[src/hw/dgm_consts.vh]
// Constants for the digitizer gain-match and clock-generator control block
`ifndef DGM_CONSTS_VH
`define DGM_CONSTS_VH

// ****************
// Register offsets
// ****************
`define DGM_OFS_DIV_HIGH     8'h01
`define DGM_OFS_DIV_LOW      8'h02
`define DGM_OFS_PLL_CFG      8'h03
`define DGM_OFS_PHASE        8'h04
`define DGM_OFS_RED_TGT_LO   8'h0B
`define DGM_OFS_RED_TGT_HI   8'h0C
`define DGM_OFS_GRN_TGT_LO   8'h0D
`define DGM_OFS_GRN_TGT_HI   8'h0E
`define DGM_OFS_BLU_TGT_LO   8'h0F
`define DGM_OFS_BLU_TGT_HI   8'h10
`define DGM_OFS_CLAMP_SEL    8'h18
`define DGM_OFS_AUTO_OFS     8'h1B
`define DGM_OFS_SLICER       8'h1D
`define DGM_OFS_CAL_HOLD     8'h2C
`define DGM_OFS_GM_ENABLE    8'h3C
`define DGM_OFS_STATUS       8'h3D

// ****************
// Field positions
// ****************
`define DGM_BIT_GM_ENABLE    2
`define DGM_BIT_GM_HOLD      3
`define DGM_BIT_AO_ENABLE    5
`define DGM_RATE_MSB         4
`define DGM_RATE_LSB         3
`define DGM_SLICE_MSB        7
`define DGM_SLICE_LSB        3
`define DGM_BAND_MSB         7
`define DGM_BAND_LSB         6
`define DGM_PUMP_MSB         5
`define DGM_PUMP_LSB         3
`define DGM_PHASE_MSB        7
`define DGM_PHASE_LSB        3
`define DGM_CLAMP_MSB        3
`define DGM_CLAMP_LSB        1

// ****************
// Reset values
// ****************
`define DGM_RST_BYTE         8'h00
`define DGM_RST_DIV_HIGH     8'h69
`define DGM_RST_DIV_LOW      8'hD0
`define DGM_RST_AUTO_OFS     8'h10
`define DGM_RST_SLICER       8'h78
`define DGM_RST_DIVISOR      12'h69D

// ****************
// Timing counts
// ****************
`define DGM_GM_CYCLES        5'd16
`define DGM_DIV_MIN          12'h002
`define DGM_HS_PER_UPD_0     9'd1
`define DGM_HS_PER_UPD_1     9'd16
`define DGM_HS_PER_UPD_2     9'd64
`define DGM_HS_PER_UPD_3     9'd256

`endif

[src/hw/dgm_core.v]
// Gain-match sequencer, slicer, offset targets and clock divider control
`timescale 1ns/1ps
`include "dgm_consts.vh"
// Summary of operation
// - Auto gain matching trims channel gains until they agree within one percent.
// - Each match takes 16 data clocks, starting right after clamp ends.
// - Data outputs freeze at their last value while matching runs.
// - Hold bit 3 at 0x2C picks one-time or continuous matching.
// - Continuous update interval follows 0x1B bits 4:3; 64 syncs recommended.
// - Slicer threshold sits above negative peak by 0x1D bits 7:3.
// - Sync extracted from green is always treated as active low.
// - Pixel clock divided by divisor is phase-compared with horizontal sync.
// - Generated pixel clock is supported only from 10 to 170 MHz.
// - Two band bits select four overlapping oscillator ranges.
// - Three pump bits map to 50 through 1500 microamps.
// - Divisor, band, pump current and 5-bit phase are programmable.
// - Offset targets are nine-bit two's complement; zero is invalid.
module dgm_core #(
  parameter DATA_W = 8,
  parameter TRIM_W = 7
) (
  input  wire                clock,
  input  wire                sys_rst,
  input  wire [7:0]          reg_addr,
  input  wire                reg_wr,
  input  wire [7:0]          reg_wdata,
  input  wire                reg_rd,
  output reg  [7:0]          reg_rdata,
  input  wire                clamp_pin,
  input  wire                hsync_pin,
  input  wire [DATA_W-1:0]   red_in,
  input  wire [DATA_W-1:0]   green_in,
  input  wire [DATA_W-1:0]   blue_in,
  output reg  [DATA_W-1:0]   red_out,
  output reg  [DATA_W-1:0]   green_out,
  output reg  [DATA_W-1:0]   blue_out,
  output reg  [TRIM_W-1:0]   red_trim,
  output reg  [TRIM_W-1:0]   blue_trim,
  output wire                gain_match_busy,
  output reg                 green_sync_n,
  output reg  [8:0]          red_target,
  output reg  [8:0]          green_target,
  output reg  [8:0]          blue_target,
  output reg                 target_invalid,
  output reg  [2:0]          clamp_midscale,
  output reg                 auto_offset_on,
  output reg                 fb_pulse,
  output reg                 pump_up,
  output reg                 pump_down,
  output reg                 osc_band_bit_high,
  output reg                 osc_band_bit_low,
  output reg                 pump_current_bit2,
  output reg                 pump_current_bit1,
  output reg                 pump_current_bit0,
  output reg  [10:0]         pump_current_ua,
  output reg  [4:0]          phase_adjust
);

  localparam ST_IDLE = 1'b0;
  localparam ST_RUN  = 1'b1;

  // ****************
  // Helper functions
  // ****************
  function [10:0] pump_ua;
    input [2:0] code;
    begin
      case (code)
        3'h0:    pump_ua = 11'd50;
        3'h1:    pump_ua = 11'd100;
        3'h2:    pump_ua = 11'd150;
        3'h3:    pump_ua = 11'd250;
        3'h4:    pump_ua = 11'd350;
        3'h5:    pump_ua = 11'd500;
        3'h6:    pump_ua = 11'd750;
        default: pump_ua = 11'd1500;
      endcase
    end
  endfunction

  function [8:0] hs_per_update;
    input [1:0] rate;
    begin
      case (rate)
        2'h0:    hs_per_update = `DGM_HS_PER_UPD_0;
        2'h1:    hs_per_update = `DGM_HS_PER_UPD_1;
        2'h2:    hs_per_update = `DGM_HS_PER_UPD_2;
        default: hs_per_update = `DGM_HS_PER_UPD_3;
      endcase
    end
  endfunction

  // Target: low byte is target bits 8:1, upper register bit 7 is bit 0
  function [8:0] tgt;
    input [7:0] lo;
    input [7:0] hi;
    begin
      tgt = {lo, hi[7]};
    end
  endfunction

  // ****************
  // Register file
  // ****************
  reg [7:0] div_high_reg;
  reg [7:0] div_low_reg;
  reg [7:0] pll_cfg_reg;
  reg [7:0] phase_reg;
  reg [7:0] tgt_reg [0:5];
  reg [7:0] clamp_sel_reg;
  reg [7:0] auto_ofs_reg;
  reg [7:0] slicer_reg;
  reg [7:0] cal_hold_reg;
  reg [7:0] gm_enable_reg;
  reg       div_high_seen_reg;
  reg [11:0] divisor_reg;
  reg       done_once_reg;
  integer   i;

  always @(posedge clock or posedge sys_rst)
  begin
    if (sys_rst)
    begin
      div_high_reg      <= `DGM_RST_DIV_HIGH;
      div_low_reg       <= `DGM_RST_DIV_LOW;
      pll_cfg_reg       <= `DGM_RST_BYTE;
      phase_reg         <= `DGM_RST_BYTE;
      for (i = 0; i < 6; i = i + 1)
        tgt_reg[i]      <= `DGM_RST_BYTE;
      clamp_sel_reg     <= `DGM_RST_BYTE;
      auto_ofs_reg      <= `DGM_RST_AUTO_OFS;
      slicer_reg        <= `DGM_RST_SLICER;
      cal_hold_reg      <= `DGM_RST_BYTE;
      gm_enable_reg     <= `DGM_RST_BYTE;
      div_high_seen_reg <= 1'b0;
      divisor_reg       <= `DGM_RST_DIVISOR;
    end
    else if (reg_wr)
    begin
      case (reg_addr)
        `DGM_OFS_DIV_HIGH:
        begin
          div_high_reg      <= reg_wdata;
          div_high_seen_reg <= 1'b1;
        end
        `DGM_OFS_DIV_LOW:
        begin
          div_low_reg <= reg_wdata;
          // Commit only as a pair so the divider never sees half a value
          if (div_high_seen_reg)
          begin
            divisor_reg       <= {div_high_reg, reg_wdata[7:4]};
            div_high_seen_reg <= 1'b0;
          end
        end
        `DGM_OFS_PLL_CFG:    pll_cfg_reg   <= reg_wdata;
        `DGM_OFS_PHASE:      phase_reg     <= reg_wdata;
        `DGM_OFS_RED_TGT_LO: tgt_reg[0]    <= reg_wdata;
        `DGM_OFS_RED_TGT_HI: tgt_reg[1]    <= reg_wdata;
        `DGM_OFS_GRN_TGT_LO: tgt_reg[2]    <= reg_wdata;
        `DGM_OFS_GRN_TGT_HI: tgt_reg[3]    <= reg_wdata;
        `DGM_OFS_BLU_TGT_LO: tgt_reg[4]    <= reg_wdata;
        `DGM_OFS_BLU_TGT_HI: tgt_reg[5]    <= reg_wdata;
        `DGM_OFS_CLAMP_SEL:  clamp_sel_reg <= reg_wdata;
        `DGM_OFS_AUTO_OFS:   auto_ofs_reg  <= reg_wdata;
        `DGM_OFS_SLICER:     slicer_reg    <= reg_wdata;
        `DGM_OFS_CAL_HOLD:   cal_hold_reg  <= reg_wdata;
        `DGM_OFS_GM_ENABLE:  gm_enable_reg <= reg_wdata;
        default: ;
      endcase
    end
  end

  // Unmapped addresses read zero
  always @(posedge clock or posedge sys_rst)
  begin
    if (sys_rst)
      reg_rdata <= 8'h00;
    else if (reg_rd)
    begin
      case (reg_addr)
        `DGM_OFS_DIV_HIGH:   reg_rdata <= div_high_reg;
        `DGM_OFS_DIV_LOW:    reg_rdata <= div_low_reg;
        `DGM_OFS_PLL_CFG:    reg_rdata <= pll_cfg_reg;
        `DGM_OFS_PHASE:      reg_rdata <= phase_reg;
        `DGM_OFS_RED_TGT_LO: reg_rdata <= tgt_reg[0];
        `DGM_OFS_RED_TGT_HI: reg_rdata <= tgt_reg[1];
        `DGM_OFS_GRN_TGT_LO: reg_rdata <= tgt_reg[2];
        `DGM_OFS_GRN_TGT_HI: reg_rdata <= tgt_reg[3];
        `DGM_OFS_BLU_TGT_LO: reg_rdata <= tgt_reg[4];
        `DGM_OFS_BLU_TGT_HI: reg_rdata <= tgt_reg[5];
        `DGM_OFS_CLAMP_SEL:  reg_rdata <= clamp_sel_reg;
        `DGM_OFS_AUTO_OFS:   reg_rdata <= auto_ofs_reg;
        `DGM_OFS_SLICER:     reg_rdata <= slicer_reg;
        `DGM_OFS_CAL_HOLD:   reg_rdata <= cal_hold_reg;
        `DGM_OFS_GM_ENABLE:  reg_rdata <= gm_enable_reg;
        `DGM_OFS_STATUS:
          reg_rdata <= {6'h00, done_once_reg, gain_match_busy};
        default:             reg_rdata <= 8'h00;
      endcase
    end
  end

  // ****************
  // Pin synchronisers
  // ****************
  reg [1:0] clamp_sync_reg;
  reg [1:0] hs_sync_reg;
  reg       clamp_last_reg;
  reg       hs_last_reg;
  wire      clamp_end = clamp_last_reg & ~clamp_sync_reg[1];
  wire      hs_rise   = hs_sync_reg[1] & ~hs_last_reg;

  always @(posedge clock or posedge sys_rst)
  begin
    if (sys_rst)
    begin
      clamp_sync_reg <= 2'b00;
      hs_sync_reg    <= 2'b00;
      clamp_last_reg <= 1'b0;
      hs_last_reg    <= 1'b0;
    end
    else
    begin
      clamp_sync_reg <= {clamp_sync_reg[0], clamp_pin};
      hs_sync_reg    <= {hs_sync_reg[0], hsync_pin};
      clamp_last_reg <= clamp_sync_reg[1];
      hs_last_reg    <= hs_sync_reg[1];
    end
  end

  // ****************
  // Gain-match sequencer
  // ****************
  reg                state_reg;
  reg [4:0]          cyc_reg;
  reg [8:0]          hs_cnt_reg;
  reg [DATA_W+3:0]   sum_r_reg;
  reg [DATA_W+3:0]   sum_g_reg;
  reg [DATA_W+3:0]   sum_b_reg;
  wire               gm_on   = gm_enable_reg[`DGM_BIT_GM_ENABLE];
  wire               hold    = cal_hold_reg[`DGM_BIT_GM_HOLD];
  wire [8:0]         period  =
    hs_per_update(auto_ofs_reg[`DGM_RATE_MSB:`DGM_RATE_LSB]);
  wire               due     = (hs_cnt_reg >= period);
  // One-time mode runs once; continuous mode waits for the interval
  wire               start   = gm_on & clamp_end & (state_reg == ST_IDLE) &
                               (hold ? ~done_once_reg : due);
  wire               last    = (state_reg == ST_RUN) &&
                               (cyc_reg == `DGM_GM_CYCLES - 5'd1);
  assign gain_match_busy = (state_reg == ST_RUN);

  always @(posedge clock or posedge sys_rst)
  begin
    if (sys_rst)
    begin
      state_reg     <= ST_IDLE;
      cyc_reg       <= 5'd0;
      hs_cnt_reg    <= 9'd0;
      done_once_reg <= 1'b0;
      sum_r_reg     <= {(DATA_W+4){1'b0}};
      sum_g_reg     <= {(DATA_W+4){1'b0}};
      sum_b_reg     <= {(DATA_W+4){1'b0}};
    end
    else
    begin
      if (start)
        hs_cnt_reg <= 9'd0;
      else if (hs_rise && !due)
        hs_cnt_reg <= hs_cnt_reg + 9'd1;
      if (!gm_on || !hold)
        done_once_reg <= 1'b0;
      case (state_reg)
        ST_IDLE:
        begin
          if (start)
          begin
            state_reg <= ST_RUN;
            cyc_reg   <= 5'd0;
            sum_r_reg <= {(DATA_W+4){1'b0}};
            sum_g_reg <= {(DATA_W+4){1'b0}};
            sum_b_reg <= {(DATA_W+4){1'b0}};
          end
        end
        ST_RUN:
        begin
          sum_r_reg <= sum_r_reg + {4'h0, red_in};
          sum_g_reg <= sum_g_reg + {4'h0, green_in};
          sum_b_reg <= sum_b_reg + {4'h0, blue_in};
          cyc_reg   <= cyc_reg + 5'd1;
          if (last)
          begin
            state_reg <= ST_IDLE;
            if (hold)
              done_once_reg <= 1'b1;
          end
        end
        default: state_reg <= ST_IDLE;
      endcase
    end
  end

  // Green is the reference; a 1 percent dead band keeps trims from dithering
  wire [DATA_W+3:0] sum_r_fin = sum_r_reg + {4'h0, red_in};
  wire [DATA_W+3:0] sum_g_fin = sum_g_reg + {4'h0, green_in};
  wire [DATA_W+3:0] sum_b_fin = sum_b_reg + {4'h0, blue_in};
  wire [DATA_W+3:0] band      = sum_g_fin / 7'h64;
  localparam [TRIM_W-1:0] TRIM_MAX = {TRIM_W{1'b1}};
  localparam [TRIM_W-1:0] TRIM_MID = {1'b1, {(TRIM_W-1){1'b0}}};

  // Higher trim code means lower gain
  always @(posedge clock or posedge sys_rst)
  begin
    if (sys_rst)
    begin
      red_trim  <= TRIM_MID;
      blue_trim <= TRIM_MID;
    end
    else if (last)
    begin
      if (sum_r_fin > {1'b0, sum_g_fin} + band && red_trim != TRIM_MAX)
        red_trim <= red_trim + 1'b1;
      else if ({1'b0, sum_r_fin} + band < sum_g_fin && red_trim != 0)
        red_trim <= red_trim - 1'b1;
      if (sum_b_fin > {1'b0, sum_g_fin} + band && blue_trim != TRIM_MAX)
        blue_trim <= blue_trim + 1'b1;
      else if ({1'b0, sum_b_fin} + band < sum_g_fin && blue_trim != 0)
        blue_trim <= blue_trim - 1'b1;
    end
  end

  // Outputs keep the pre-operation sample until the sequencer idles
  always @(posedge clock or posedge sys_rst)
  begin
    if (sys_rst)
    begin
      red_out   <= {DATA_W{1'b0}};
      green_out <= {DATA_W{1'b0}};
      blue_out  <= {DATA_W{1'b0}};
    end
    else if (!start && !gain_match_busy)
    begin
      red_out   <= red_in;
      green_out <= green_in;
      blue_out  <= blue_in;
    end
  end

  // ****************
  // Green sync slicer
  // ****************
  reg [DATA_W-1:0] neg_peak_reg;
  wire [DATA_W:0]  thresh = {1'b0, neg_peak_reg} +
    {{(DATA_W-4){1'b0}}, slicer_reg[`DGM_SLICE_MSB:`DGM_SLICE_LSB]};

  // Peak decays one code per line so it follows slow level drift
  always @(posedge clock or posedge sys_rst)
  begin
    if (sys_rst)
    begin
      neg_peak_reg <= {DATA_W{1'b1}};
      green_sync_n <= 1'b1;
    end
    else
    begin
      if (green_in < neg_peak_reg)
        neg_peak_reg <= green_in;
      else if (hs_rise && neg_peak_reg != {DATA_W{1'b1}})
        neg_peak_reg <= neg_peak_reg + 1'b1;
      green_sync_n <= ~({1'b0, green_in} < thresh);
    end
  end

  // ****************
  // Targets, clamp and clock settings
  // ****************
  always @(posedge clock or posedge sys_rst)
  begin
    if (sys_rst)
    begin
      red_target        <= 9'h000;
      green_target      <= 9'h000;
      blue_target       <= 9'h000;
      target_invalid    <= 1'b1;
      clamp_midscale    <= 3'b000;
      auto_offset_on    <= 1'b0;
      osc_band_bit_high <= 1'b0;
      osc_band_bit_low  <= 1'b0;
      pump_current_bit2 <= 1'b0;
      pump_current_bit1 <= 1'b0;
      pump_current_bit0 <= 1'b0;
      pump_current_ua   <= 11'd50;
      phase_adjust      <= 5'h00;
    end
    else
    begin
      red_target     <= tgt(tgt_reg[0], tgt_reg[1]);
      green_target   <= tgt(tgt_reg[2], tgt_reg[3]);
      blue_target    <= tgt(tgt_reg[4], tgt_reg[5]);
      target_invalid <= (tgt(tgt_reg[0], tgt_reg[1]) == 9'h000) |
                        (tgt(tgt_reg[2], tgt_reg[3]) == 9'h000) |
                        (tgt(tgt_reg[4], tgt_reg[5]) == 9'h000);
      clamp_midscale <= clamp_sel_reg[`DGM_CLAMP_MSB:`DGM_CLAMP_LSB];
      auto_offset_on <= auto_ofs_reg[`DGM_BIT_AO_ENABLE];
      {osc_band_bit_high, osc_band_bit_low} <=
        pll_cfg_reg[`DGM_BAND_MSB:`DGM_BAND_LSB];
      {pump_current_bit2, pump_current_bit1, pump_current_bit0} <=
        pll_cfg_reg[`DGM_PUMP_MSB:`DGM_PUMP_LSB];
      pump_current_ua <=
        pump_ua(pll_cfg_reg[`DGM_PUMP_MSB:`DGM_PUMP_LSB]);
      phase_adjust <= phase_reg[`DGM_PHASE_MSB:`DGM_PHASE_LSB];
    end
  end

  // ****************
  // Feedback divider and phase compare
  // ****************
  reg [11:0] div_cnt_reg;
  // Divisors below the legal minimum are clamped rather than stalling
  wire [11:0] div_eff = (divisor_reg < `DGM_DIV_MIN) ? `DGM_DIV_MIN
                                                     : divisor_reg;
  wire        div_wrap = (div_cnt_reg >= div_eff - 12'd1);

  always @(posedge clock or posedge sys_rst)
  begin
    if (sys_rst)
    begin
      div_cnt_reg <= 12'h000;
      fb_pulse    <= 1'b0;
      pump_up     <= 1'b0;
      pump_down   <= 1'b0;
    end
    else
    begin
      div_cnt_reg <= div_wrap ? 12'h000 : div_cnt_reg + 12'd1;
      fb_pulse    <= div_wrap;
      // Sync first: speed up until feedback; feedback first: slow down
      if (hs_rise && div_wrap)
      begin
        pump_up   <= 1'b0;
        pump_down <= 1'b0;
      end
      else if (hs_rise)
      begin
        if (pump_down)
          pump_down <= 1'b0;
        else
          pump_up <= 1'b1;
      end
      else if (div_wrap)
      begin
        if (pump_up)
          pump_up <= 1'b0;
        else
          pump_down <= 1'b1;
      end
    end
  end

endmodule // dgm_core

[config.mk]
export PLATFORM = sky130hd
export DESIGN_NAME = dgm_core
export DESIGN_NICKNAME = d
export VERILOG_FILES = /design/src/hw/dgm_core.v
export VERILOG_INCLUDE_DIRS = /design/src /design/src/hw
export SDC_FILE = /design/constraint.sdc
export NUM_CORES = 1
export LEC_CHECK = 0
export BUFFER_PORTS_ARGS = -buffer_cell sky130_fd_sc_hd__buf_2
export CORE_ASPECT_RATIO = 1.2
export CORE_MARGIN = 8
export CORE_UTILIZATION = 44
export DETAILED_ROUTE_END_ITERATION = 8
export PLACE_DENSITY = 0.76
export SLEW_MARGIN = 20
export SYNTH_ARGS = -nofsm -noshare
export SYNTH_HDL_FRONTEND = slang
export SYNTH_SLANG_ARGS = --single-unit
[constraint.sdc]
create_clock -name clock -period 10.2 [get_ports clock]
set_input_delay 1.53 -clock clock [delete_from_list [all_inputs] [get_ports clock]]
set_output_delay 1.53 -clock clock [all_outputs]
set_load 0.1 [all_outputs]
# ---- Word level (Yosys, flattened, before mapping)
# Cells that the tools add are included.
dict set report totals {
  reg_bits 314
  input_bits 46
  output_inout_bits 104
  word_cells 207
}
dict set report classes {
  addsub 16
  div_mod_pow 1
  n_lt_le_gt_ge 9
  eq_ne 31
  n_mux 36
  bitwise_logic 12
  reduce_logical 49
}
# cell n
set ops {}
lappend ops {{$pmux 8 s16} 1}
lappend ops {{$pmux 11 s7} 1}
lappend ops {{$pmux 12 s2} 3}
lappend ops {{$eq 8x4->1 const B} 5}
lappend ops {{$reduce_and 2->1} 20}
lappend ops {{$add 12x12->13} 3}
lappend ops {{$add 12x8->12} 3}
lappend ops {{$mux 12} 3}
lappend ops {{$eq 8x5->1 const B} 4}
lappend ops {{$mux 7} 4}
lappend ops {{$logic_not 9->1} 3}
lappend ops {{$pmux 9 s3} 1}
lappend ops {{$gt 12x13->1} 2}
lappend ops {{$lt 13x12->1} 2}
lappend ops {{$eq 8x6->1 const B} 3}
lappend ops {{$mux 9} 2}
lappend ops {{$eq 8x2->1 const B} 2}
lappend ops {{$mux 8} 2}
lappend ops {{$mux 1} 15}
lappend ops {{$add 7x1->7 const B} 2}
lappend ops {{$ne 7x7->1 const B} 2}
lappend ops {{$reduce_bool 7->1} 2}
lappend ops {{$sub 7x1->7 const B} 2}
lappend ops {{$add 12x1->12 const B} 1}
lappend ops {{other kinds (37)} 66}

# ---- Logic depth before layout (Yosys ltp)
# Gate-level depths: netlist of the first run.
dict set report logic_depth {
  depth_word 7
  ltp_mapped 45
  ltp_nobuf 44
}

# ---- Worst setup path before layout of the first run
# No wires, ideal clock.
dict set report synth_path {
  path_type {input to register}
  startpoint {in green_in[0]}
  endpoint {reg red_trim[6]}
  setup_time_ps 98
  arrival_time_ps 10094
  required_ps 10102
  path_slack_ps 8
  stages 43
  n_path_buf 1
  path_cell_list {ha_1 fa_1 nand3_1 a21oi_1 nor2_1 xnor2_2 inv_1 a211o_1 and4_4 or2_4 buf_6 nand3_1 o2111ai_4 a21oi_4 maj3_2 o21ai_2 or4_1 nand3_1 [... 7 more ...] o21a_1 o21a_1 o21a_1 o21a_1 o21a_1 o22ai_1 a21boi_0 o21a_1 o21a_1 o21ai_0 ha_1 a21o_1 a21oi_1 o21bai_1 a21oi_1 xnor2_1 nand2_1 xnor2_1}
}
dict set report synth_via {
  elab_chain_len 7
  word_cells_on_any_way 11
  classes_between {add/sub (3); div (1); order compare (2); mux (1); reduce/logical (4)}
}
# item line
set synth_rtl {}
lappend synth_rtl {{start: declaration} dgm_core.v:32} ;# input wire [DATA_W-1:0] green_in,
lappend synth_rtl {{$add 12x8->12 (*)} dgm_core.v:305} ;# wire [DATA_W+3:0] sum_g_fin = sum_g_reg + {4'h0, green_in};
lappend synth_rtl {{$div 12x7->12} dgm_core.v:307} ;# wire [DATA_W+3:0] band = sum_g_fin / 7'h64;
lappend synth_rtl {{$add 12x12->13, on equally long branches} {dgm_core.v:321, dgm_core.v:323}}
lappend synth_rtl {{$gt 12x13->1 or $lt 13x12->1 (tied branches)} {dgm_core.v:321, dgm_core.v:323}}
lappend synth_rtl {{$logic_and 1x1->1, on equally long branches} {dgm_core.v:321, dgm_core.v:323}}
lappend synth_rtl {{$reduce_bool 2->1 (no line)} -}
lappend synth_rtl {{$reduce_and 2->1 (no line)} -}
lappend synth_rtl {{end signal: assignment} dgm_core.v:322} ;# red_trim <= red_trim + 1'b1;
lappend synth_rtl {{end signal: assignment} dgm_core.v:324} ;# red_trim <= red_trim - 1'b1;
lappend synth_rtl {{end: declaration} dgm_core.v:37} ;# output reg [TRIM_W-1:0] red_trim,
# Mark *: on every way between the ends. The rest lies on a longest branch, timed or not.
# A chain may end at the register's enable or synchronous reset.

# ---- Worst setup path in the final report of the first run
dict set report layout_path {
  startpoint {in green_in[1]}
  endpoint {reg red_trim[5]}
}
# Same word-level chain as after synthesis.

==> results of run 1 <==
==> final timing paths <==
kind,start,end,slack (ns),cells past startpoint
worst min-delay path,clamp_sync_reg[0]$_DFF_PP0_,clamp_sync_reg[1]$_DFF_PP0_,0.35,0
min in group asynchronous,sys_rst,div_cnt_reg[11]$_DFF_PP0_,1.07,2
max in group asynchronous,sys_rst,red_out[7]$_DFFE_PP0P_,6.81,4
worst max register to register,sum_g_reg[1]$_DFFE_PP0N_,red_trim[5]$_DFFE_PP0P_,1.32,39
worst max-delay path,green_in[1],red_trim[5]$_DFFE_PP0P_,0.62,40
worst min register to register,clamp_sync_reg[0]$_DFF_PP0_,clamp_sync_reg[1]$_DFF_PP0_,0.35,0
==> per-stage QoR <==
| stage | instances | setup WS [ns] | setup TNS (ns) | util, % | instance area, um^2 |
|---|---|---|---|---|---|
| 3_3_place_gp | 2405 | -0.101 | -0.172 | 48.8 | 19900 |
| 6_report | 2467 | 0.619 | 0 | 51.8 | 21100 |
| 4_1_cts | 2467 | 0.381 | 0 | 51.6 | 21000 |
| 2_1_floorplan | 1704 | 0.00774 | 0 | - | 18200 |
| 5_1_grt | 2467 | 0.0178 | 0 | 51.8 | 21100 |
| 3_5_place_dp | 2405 | -0.184 | -0.466 | 48.8 | 19900 |
==> layer usage <==
metal / vias to the layer above / part of all wire [%] / track usage (%)
met1: 6860 / 41 / 22.9
met2: 398 / 50 / 34.3
li1: 6546 / - / -
met3: 95 / 5.4 / 3.44
met5: - / 0 / 0
met4: 0 / 3.3 / 7.40
==> final cells by class <==
type,count,share of cell area (%)
inverter,70,1.28
multi-input combinational,1264,46.7
timing repair buffer,219,6.04
tap,539,3.20
clock buffer,47,4.65
clock inverter,15,0.789
sequential,313,37.3
==> timing repair <==
action | CTS | global route
resized for setup | 0 | 15
endpoints found under the setup margin | 0 | 3
hold buffers | 0 | 0
==> cells in the mapped netlist (23+ instances only) <==
cell type                  instances  area (um^2)
sky130_fd_sc_hd__dfrtp_1         279         6980
sky130_fd_sc_hd__mux2_2          173         1950
sky130_fd_sc_hd__nand2_1         149          559
sky130_fd_sc_hd__ha_1            136         1700
sky130_fd_sc_hd__nor2_1           94          353
sky130_fd_sc_hd__o21ai_0          84          420
sky130_fd_sc_hd__xnor2_1          83          727
sky130_fd_sc_hd__a21oi_1          77          385
sky130_fd_sc_hd__inv_1            66          248
sky130_fd_sc_hd__clkbuf_1         43          161
sky130_fd_sc_hd__nand3_1          42          210
sky130_fd_sc_hd__a21o_1           38          285
sky130_fd_sc_hd__dfstp_2          34          893
sky130_fd_sc_hd__xor2_1           32          280
sky130_fd_sc_hd__o21a_1           24          180
sky130_fd_sc_hd__nor3_1           23          115
==> cell usage in the layout (no fill, tap or decap), drive strengths merged, types with 5 or more instances in the layout <==
cell type and n:
dfrtp 279, buf 219, mux2 173, nand2 150, ha 136, nor2 96
o21ai 92, xnor2 84, a21oi 79, inv 73, clkbuf 47, nand3 43
a21o 38, dfstp 34, xor2 32, o21a 24, nor3 24, o21bai 20
mux2i 20, nor2b 19, nand4 18, and3 18, o22ai 17, nand2b 15
a22oi 15, nor4 11, a221oi 11, or3 9, fa 9, a211oi 9
and2 8, clkinv 8, a211o 6, o31ai 6, o211ai 6, o221ai 5
nand3b 5, a31oi 5
==> critical path, delay by kind of cell <==
family                   cells  cell delay [ns]
XOR/XNOR                     2             0.21
adder cells (fa/ha/maj)      5             1.69
multiplexers                 2             0.55
AO/OA/AOI/OAI               24             4.77
AND/OR/NAND/NOR              5             1.07
buffers and inverters        2             0.19
==> cells by family (layout without fill, tap and decap cells) <==
group                      Yosys count  in the layout
AOI/OAI and AO/OA                  374            374
buffers and inverters              127            351
and+or+nand+nor                    431            431
DFF                                313            313
adders and majority gates          149            149
muxes                              193            193
other                                1              1
xor gates and xnor gates           116            116
==> impl_metrics.csv, run 1 <==
group,metric,value,unit
run_status,status,"completed",
sta,final.setup_skew,0.0318,ns
detailed_routing,drt_first_iter_violations,758,
critical_path,crit_path_max_fanout,7,
sta,worstMarginPinSlew,1.01,ns
floorplan,coreArea,40700,um^2
layout,largest_register_ffs,48,
logic_synthesis,synth_seq_cells,313,
global_routing,grt_antenna_before_repair,0,
floorplan,die_x,201,um
placement,port_buffer_cells,148,
floorplan,io-pin-count,150,
detailed_routing,post-route-drc-count,0,
clock_network,tritoncts,"built",
sta,post-route-period-util,93.9,%
sta,setup_viol,0,
layout,synthesis_to_finish_area_growth,16.1,%
sta,fin_crit,9.58,ns
layout,num-fill-cells,3573,
detailed_routing,drt_wl_total,46800,um
logic_synthesis,synth-main-ff-cell,"sky130_fd_sc_hd__dfrtp_1",
floorplan,start_util,44.6,%
sta,report.final.hold_viol_count,0,
critical_path,startpoint_type,"input port",
placement,finalWeightedCongestion,0.917,
sta,slew-limit-headroom,32.5,%
layout,sequential_cell_area,7880,um^2
clock_network,clkLatencyLatePin,0.57,ns
critical_path,critPathMostFrequentCell,"sky130_fd_sc_hd__o21a_1",
critical_path,category_of_the_worst_setup_path_capture_point,"flip-flop",
logic_synthesis,yosys.area_share.adder,10.6,%
logic_synthesis,synthArstFlopShare,100,%
critical_path,arrival_time_of_the_worst_setup_path,10.01,ns
logic_synthesis,compound_gate_fraction_of_synth_area,14.5,%
global_routing,grt_pass1_vias,14542,
detailed_routing,drt-pass1-iter-count,5,
layout,fraction_of_layout_cells_with_a_size_suffix_above_1,27.6,%
global_routing,globalRoute.totalOverflow,0,
clock_network,cts_max_path_buffers,3,
logic_synthesis,yosys_warnings,0,
layout,multiInputGateArea,9850,um^2
floorplan,die_ar,48100,um^2
sta,rsz0062_at_grt,"no",
global_routing,grt_first_pass_wirelength,76700,um
clock_network,postCtsSetupBuffers,0,
detailed_routing,routed_wire_length_per_instance,19.0,um
clock_network,clkTransAtPathRegs,0.06,ns
logic_synthesis,synth_top_family_by_area,"compound AO/OA/AOI/OAI gates",
detailed_routing,detail-route-antenna-nets,0,
critical_path,timing.critical_path.required,10.63,ns
clock_network,cts_buffers,34,
logic_synthesis,synth_cells,1704,
critical_path,largest_stage_delay_on_the_critical_path,0.49,ns
job,cap_violations,0,
logic_synthesis,synth_mux_area_share,11.8,%
detailed_routing,viasPerCell,5.63,
worst_hold_path,hold_path.class,"flip-flop to flip-flop",
placement,hpwl,35000,um
floorplan,fp-row-count,81,
floorplan,die_y,239,um
logic_synthesis,synth_xor_area_share,5.64,%
sta,fin_hold_ws,0.345,ns
logic_synthesis,syn_area,18200,um^2
layout,insertedDiodeCount,0,
global_routing,maximum_number_of_pins_on_one_net_before_global_route_repair,90,
logic_synthesis,synth.net_count,1895,
critical_path,crit_path_top_delay_cell,"sky130_fd_sc_hd__or4_1",
detailed_routing,dr_total_vias,13899,
clock_network,ctsHtreeMaxLevel,2,
critical_path,critPathKind,"input port to flip-flop",
logic_synthesis,synth-simple-area-share,11.3,%
global_routing,grt_util_all_layers,19.3,%
layout,final_nets,2093,
sta,clock.fmax,104,MHz
logic_synthesis,syn_area_per_cell,10.7,um^2
logic_synthesis,synth_edf_count,0,
logic_synthesis,synth_cell_type_count,93,
clock_network,clock_sinks,313,
logic_synthesis,ys_seq_area_share,43.4,%
sta,maxSlewViolCount,0,
clock_network,ctsRootBufferMaster,"sky130_fd_sc_hd__clkbuf_16",
Power of run 1 is left out: the tool's default activity adds up to more than one toggle a clock period on the data nets, which glitch-free logic cannot reach.
==> run 2: changes to the inputs <==
- CAP_MARGIN: default -> 20
- CORE_UTILIZATION: 44 -> 55
- PLACE_DENSITY: 0.76 -> 0.89
==> impl_metrics.csv, run 2 (synthesis gave the netlist of run 1 again) <==
group,metric,value,unit
detailed_routing,post-route-drc-count,0,
global_routing,grt_util_met1,27.3,%
placement,hpwl,34000,um
critical_path,crit_path_top_delay_cell,"sky130_fd_sc_hd__or4_1",
critical_path,timing.critical_path.required,10.67,ns
floorplan,die_y,215,um
layout,final_nets,2080,
floorplan,die_x,182,um
detailed_routing,drt_first_iter_violations,1144,
critical_path,critPathKind,"input port to flip-flop",
clock_network,cts_max_path_buffers,3,
floorplan,start_util,55.4,%
critical_path,startpoint_type,"input port",
critical_path,largest_stage_delay_on_the_critical_path,0.51,ns
global_routing,globalRoute.totalOverflow,0,
detailed_routing,dr_total_vias,14231,
clock_network,clkTransAtPathRegs,0.06,ns
clock_network,cts.hold.buffers_added,0,
sta,maxSlewViolCount,0,
global_routing,grt_util_all_layers,23.7,%
sta,worstMarginPinSlew,0.945,ns
layout,largest_register_ffs,48,
global_routing,grt.met2_usage,42.7,%
global_routing,grt_pass1_vias,14859,
clock_network,cts_buffers,34,
layout,synthesis_to_finish_area_growth,15.3,%
detailed_routing,detail-route-antenna-nets,0,
clock_network,ctsRootBufferMaster,"sky130_fd_sc_hd__clkbuf_16",
layout,num-fill-cells,2368,
placement,port_buffer_cells,148,
global_routing,maximum_number_of_pins_on_one_net_before_global_route_repair,99,
clock_network,tritoncts,"built",
clock_network,clock_sinks,313,
worst_hold_path,hold_path.class,"flip-flop to flip-flop",
layout,fin_util,63.9,%
global_routing,grt_first_pass_wirelength,76400,um
detailed_routing,drt_wl_total,47200,um
detailed_routing,viasPerCell,6.12,
sta,slew-limit-headroom,36.5,%
critical_path,crit_path_max_fanout,9,
critical_path,critPathMostFrequentCell,"sky130_fd_sc_hd__o21a_1",
clock_network,ctsHtreeMaxLevel,2,
sta,clock.fmax,103,MHz
placement,finalWeightedCongestion,0.934,
floorplan,fp-row-count,73,
sta,report.final.hold_viol_count,0,
floorplan,coreArea,32800,um^2
critical_path,category_of_the_worst_setup_path_capture_point,"flip-flop",
job,cap_violations,0,
floorplan,io-pin-count,150,
sta,fin_crit,9.73,ns
critical_path,arrival_time_of_the_worst_setup_path,10.20,ns
floorplan,die_ar,39100,um^2
layout,most_common_cell_after_layout_fill_and_taps_aside,"sky130_fd_sc_hd__dfrtp_1",
sta,final.setup_skew,0.0207,ns
detailed_routing,routed_wire_length_per_instance,20.3,um
layout,fraction_of_layout_cells_with_a_size_suffix_above_1,27.3,%
layout,layout_common_cells,"278 x sky130_fd_sc_hd__dfrtp_1, 173 x sky130_fd_sc_hd__mux2_2, 149 x sky130_fd_sc_hd__nand2_1",
global_routing,grt_antenna_before_repair,1,
sta,rsz0062_at_grt,"no",
global_routing,gr-usage-met3,4.57,%
detailed_routing,drt-pass1-iter-count,6,
sta,setup_viol,0,
clock_network,clkLatencyLatePin,0.55,ns
run_status,status,"completed",
sta,post-route-period-util,95.4,%
global_routing,global_route.peak_usage_layer,"met2",
run 2: cell count changes in the layout (fill, tap and decap cells not counted), moves of 2 or more:
cell and delta:
sky130_fd_sc_hd__a21oi_1 -2, sky130_fd_sc_hd__a21oi_2 +2, sky130_fd_sc_hd__buf_4 -14, sky130_fd_sc_hd__bufinv_16 +4, sky130_fd_sc_hd__clkinv_2 -3, sky130_fd_sc_hd__clkinv_4 -2, sky130_fd_sc_hd__clkinvlp_4 -3, sky130_fd_sc_hd__o21ai_1 -2
run 2: final cells by class:
class / count / area (um^2) / area share [%]
clock buffers: 49 / 997 / 4.76
flip-flops and latches: 313 / 7880 / 37.6
inverters: 70 / 270 / 1.29
multi-input cells: 1264 / 9870 / 47.1
clock inverters: 11 / 234 / 1.12
well taps: 412 / 515 / 2.46
repair buffers: 206 / 1180 / 5.63
diodes: 1 / 2.50 / 0.0119
run 2: repair_timing:
action | 4_1_cts | 5_1_grt
setup endpoints to repair | 0 | 4
gates resized for setup | 0 | 19
setup buffers | 0 | 6
run 2: critical path: cells and delay by family:
family | cells | cell delay, ns
buffers and inverters | 5 | 0.67
AND/OR/NAND/NOR | 12 | 2.00
XOR/XNOR | 3 | 0.49
adder cells (fa/ha/maj) | 6 | 1.97
AO/OA/AOI/OAI | 19 | 3.26
multiplexers | 1 | 0.28
run 2: path summary, 6_finish.rpt:
path	start	end	slack, ns	cells after the start
worst max-delay path	green_in[0]	blue_trim[6]$_DFFE_PP1P_	0.47	46
worst min-delay path	clamp_sync_reg[0]$_DFF_PP0_	clamp_sync_reg[1]$_DFF_PP0_	0.35	0
worst max register to register	sum_g_reg[1]$_DFFE_PP0N_	blue_trim[6]$_DFFE_PP1P_	1.18	44
worst min register to register	clamp_sync_reg[0]$_DFF_PP0_	clamp_sync_reg[1]$_DFF_PP0_	0.35	0
max in group asynchronous	sys_rst	slicer_reg[7]$_DFFE_PP0P_	6.98	4
min in group asynchronous	sys_rst	pump_up$_DFFE_PP0P_	1.11	2
run 2: per-stage QoR:
stage | cell area, um^2 | worst slack [ns] | std cells | setup TNS, ns | hold WS (ns)
after floorplan | 18200 | 0.00774 | 1704 | 0 | 0.331
after global placement | 19600 | -0.0522 | 2259 | -0.0522 | 0.337
after detailed placement | 19600 | -0.247 | 2259 | -0.655 | 0.343
after CTS | 20800 | 0.285 | 2319 | 0 | 0.358
after global routing | 20900 | 0.0106 | 2326 | 0 | 0.361
final | 20900 | 0.466 | 2326 | 0 | 0.352
run 2: routing by layer:
layer	part of all wire (%)	up-vias
met5	0	-
met4	3.9	0
met3	6.6	143
met2	51	558
met1	38	7020
li1	-	6510
Power of run 2 is left out for the same reason.
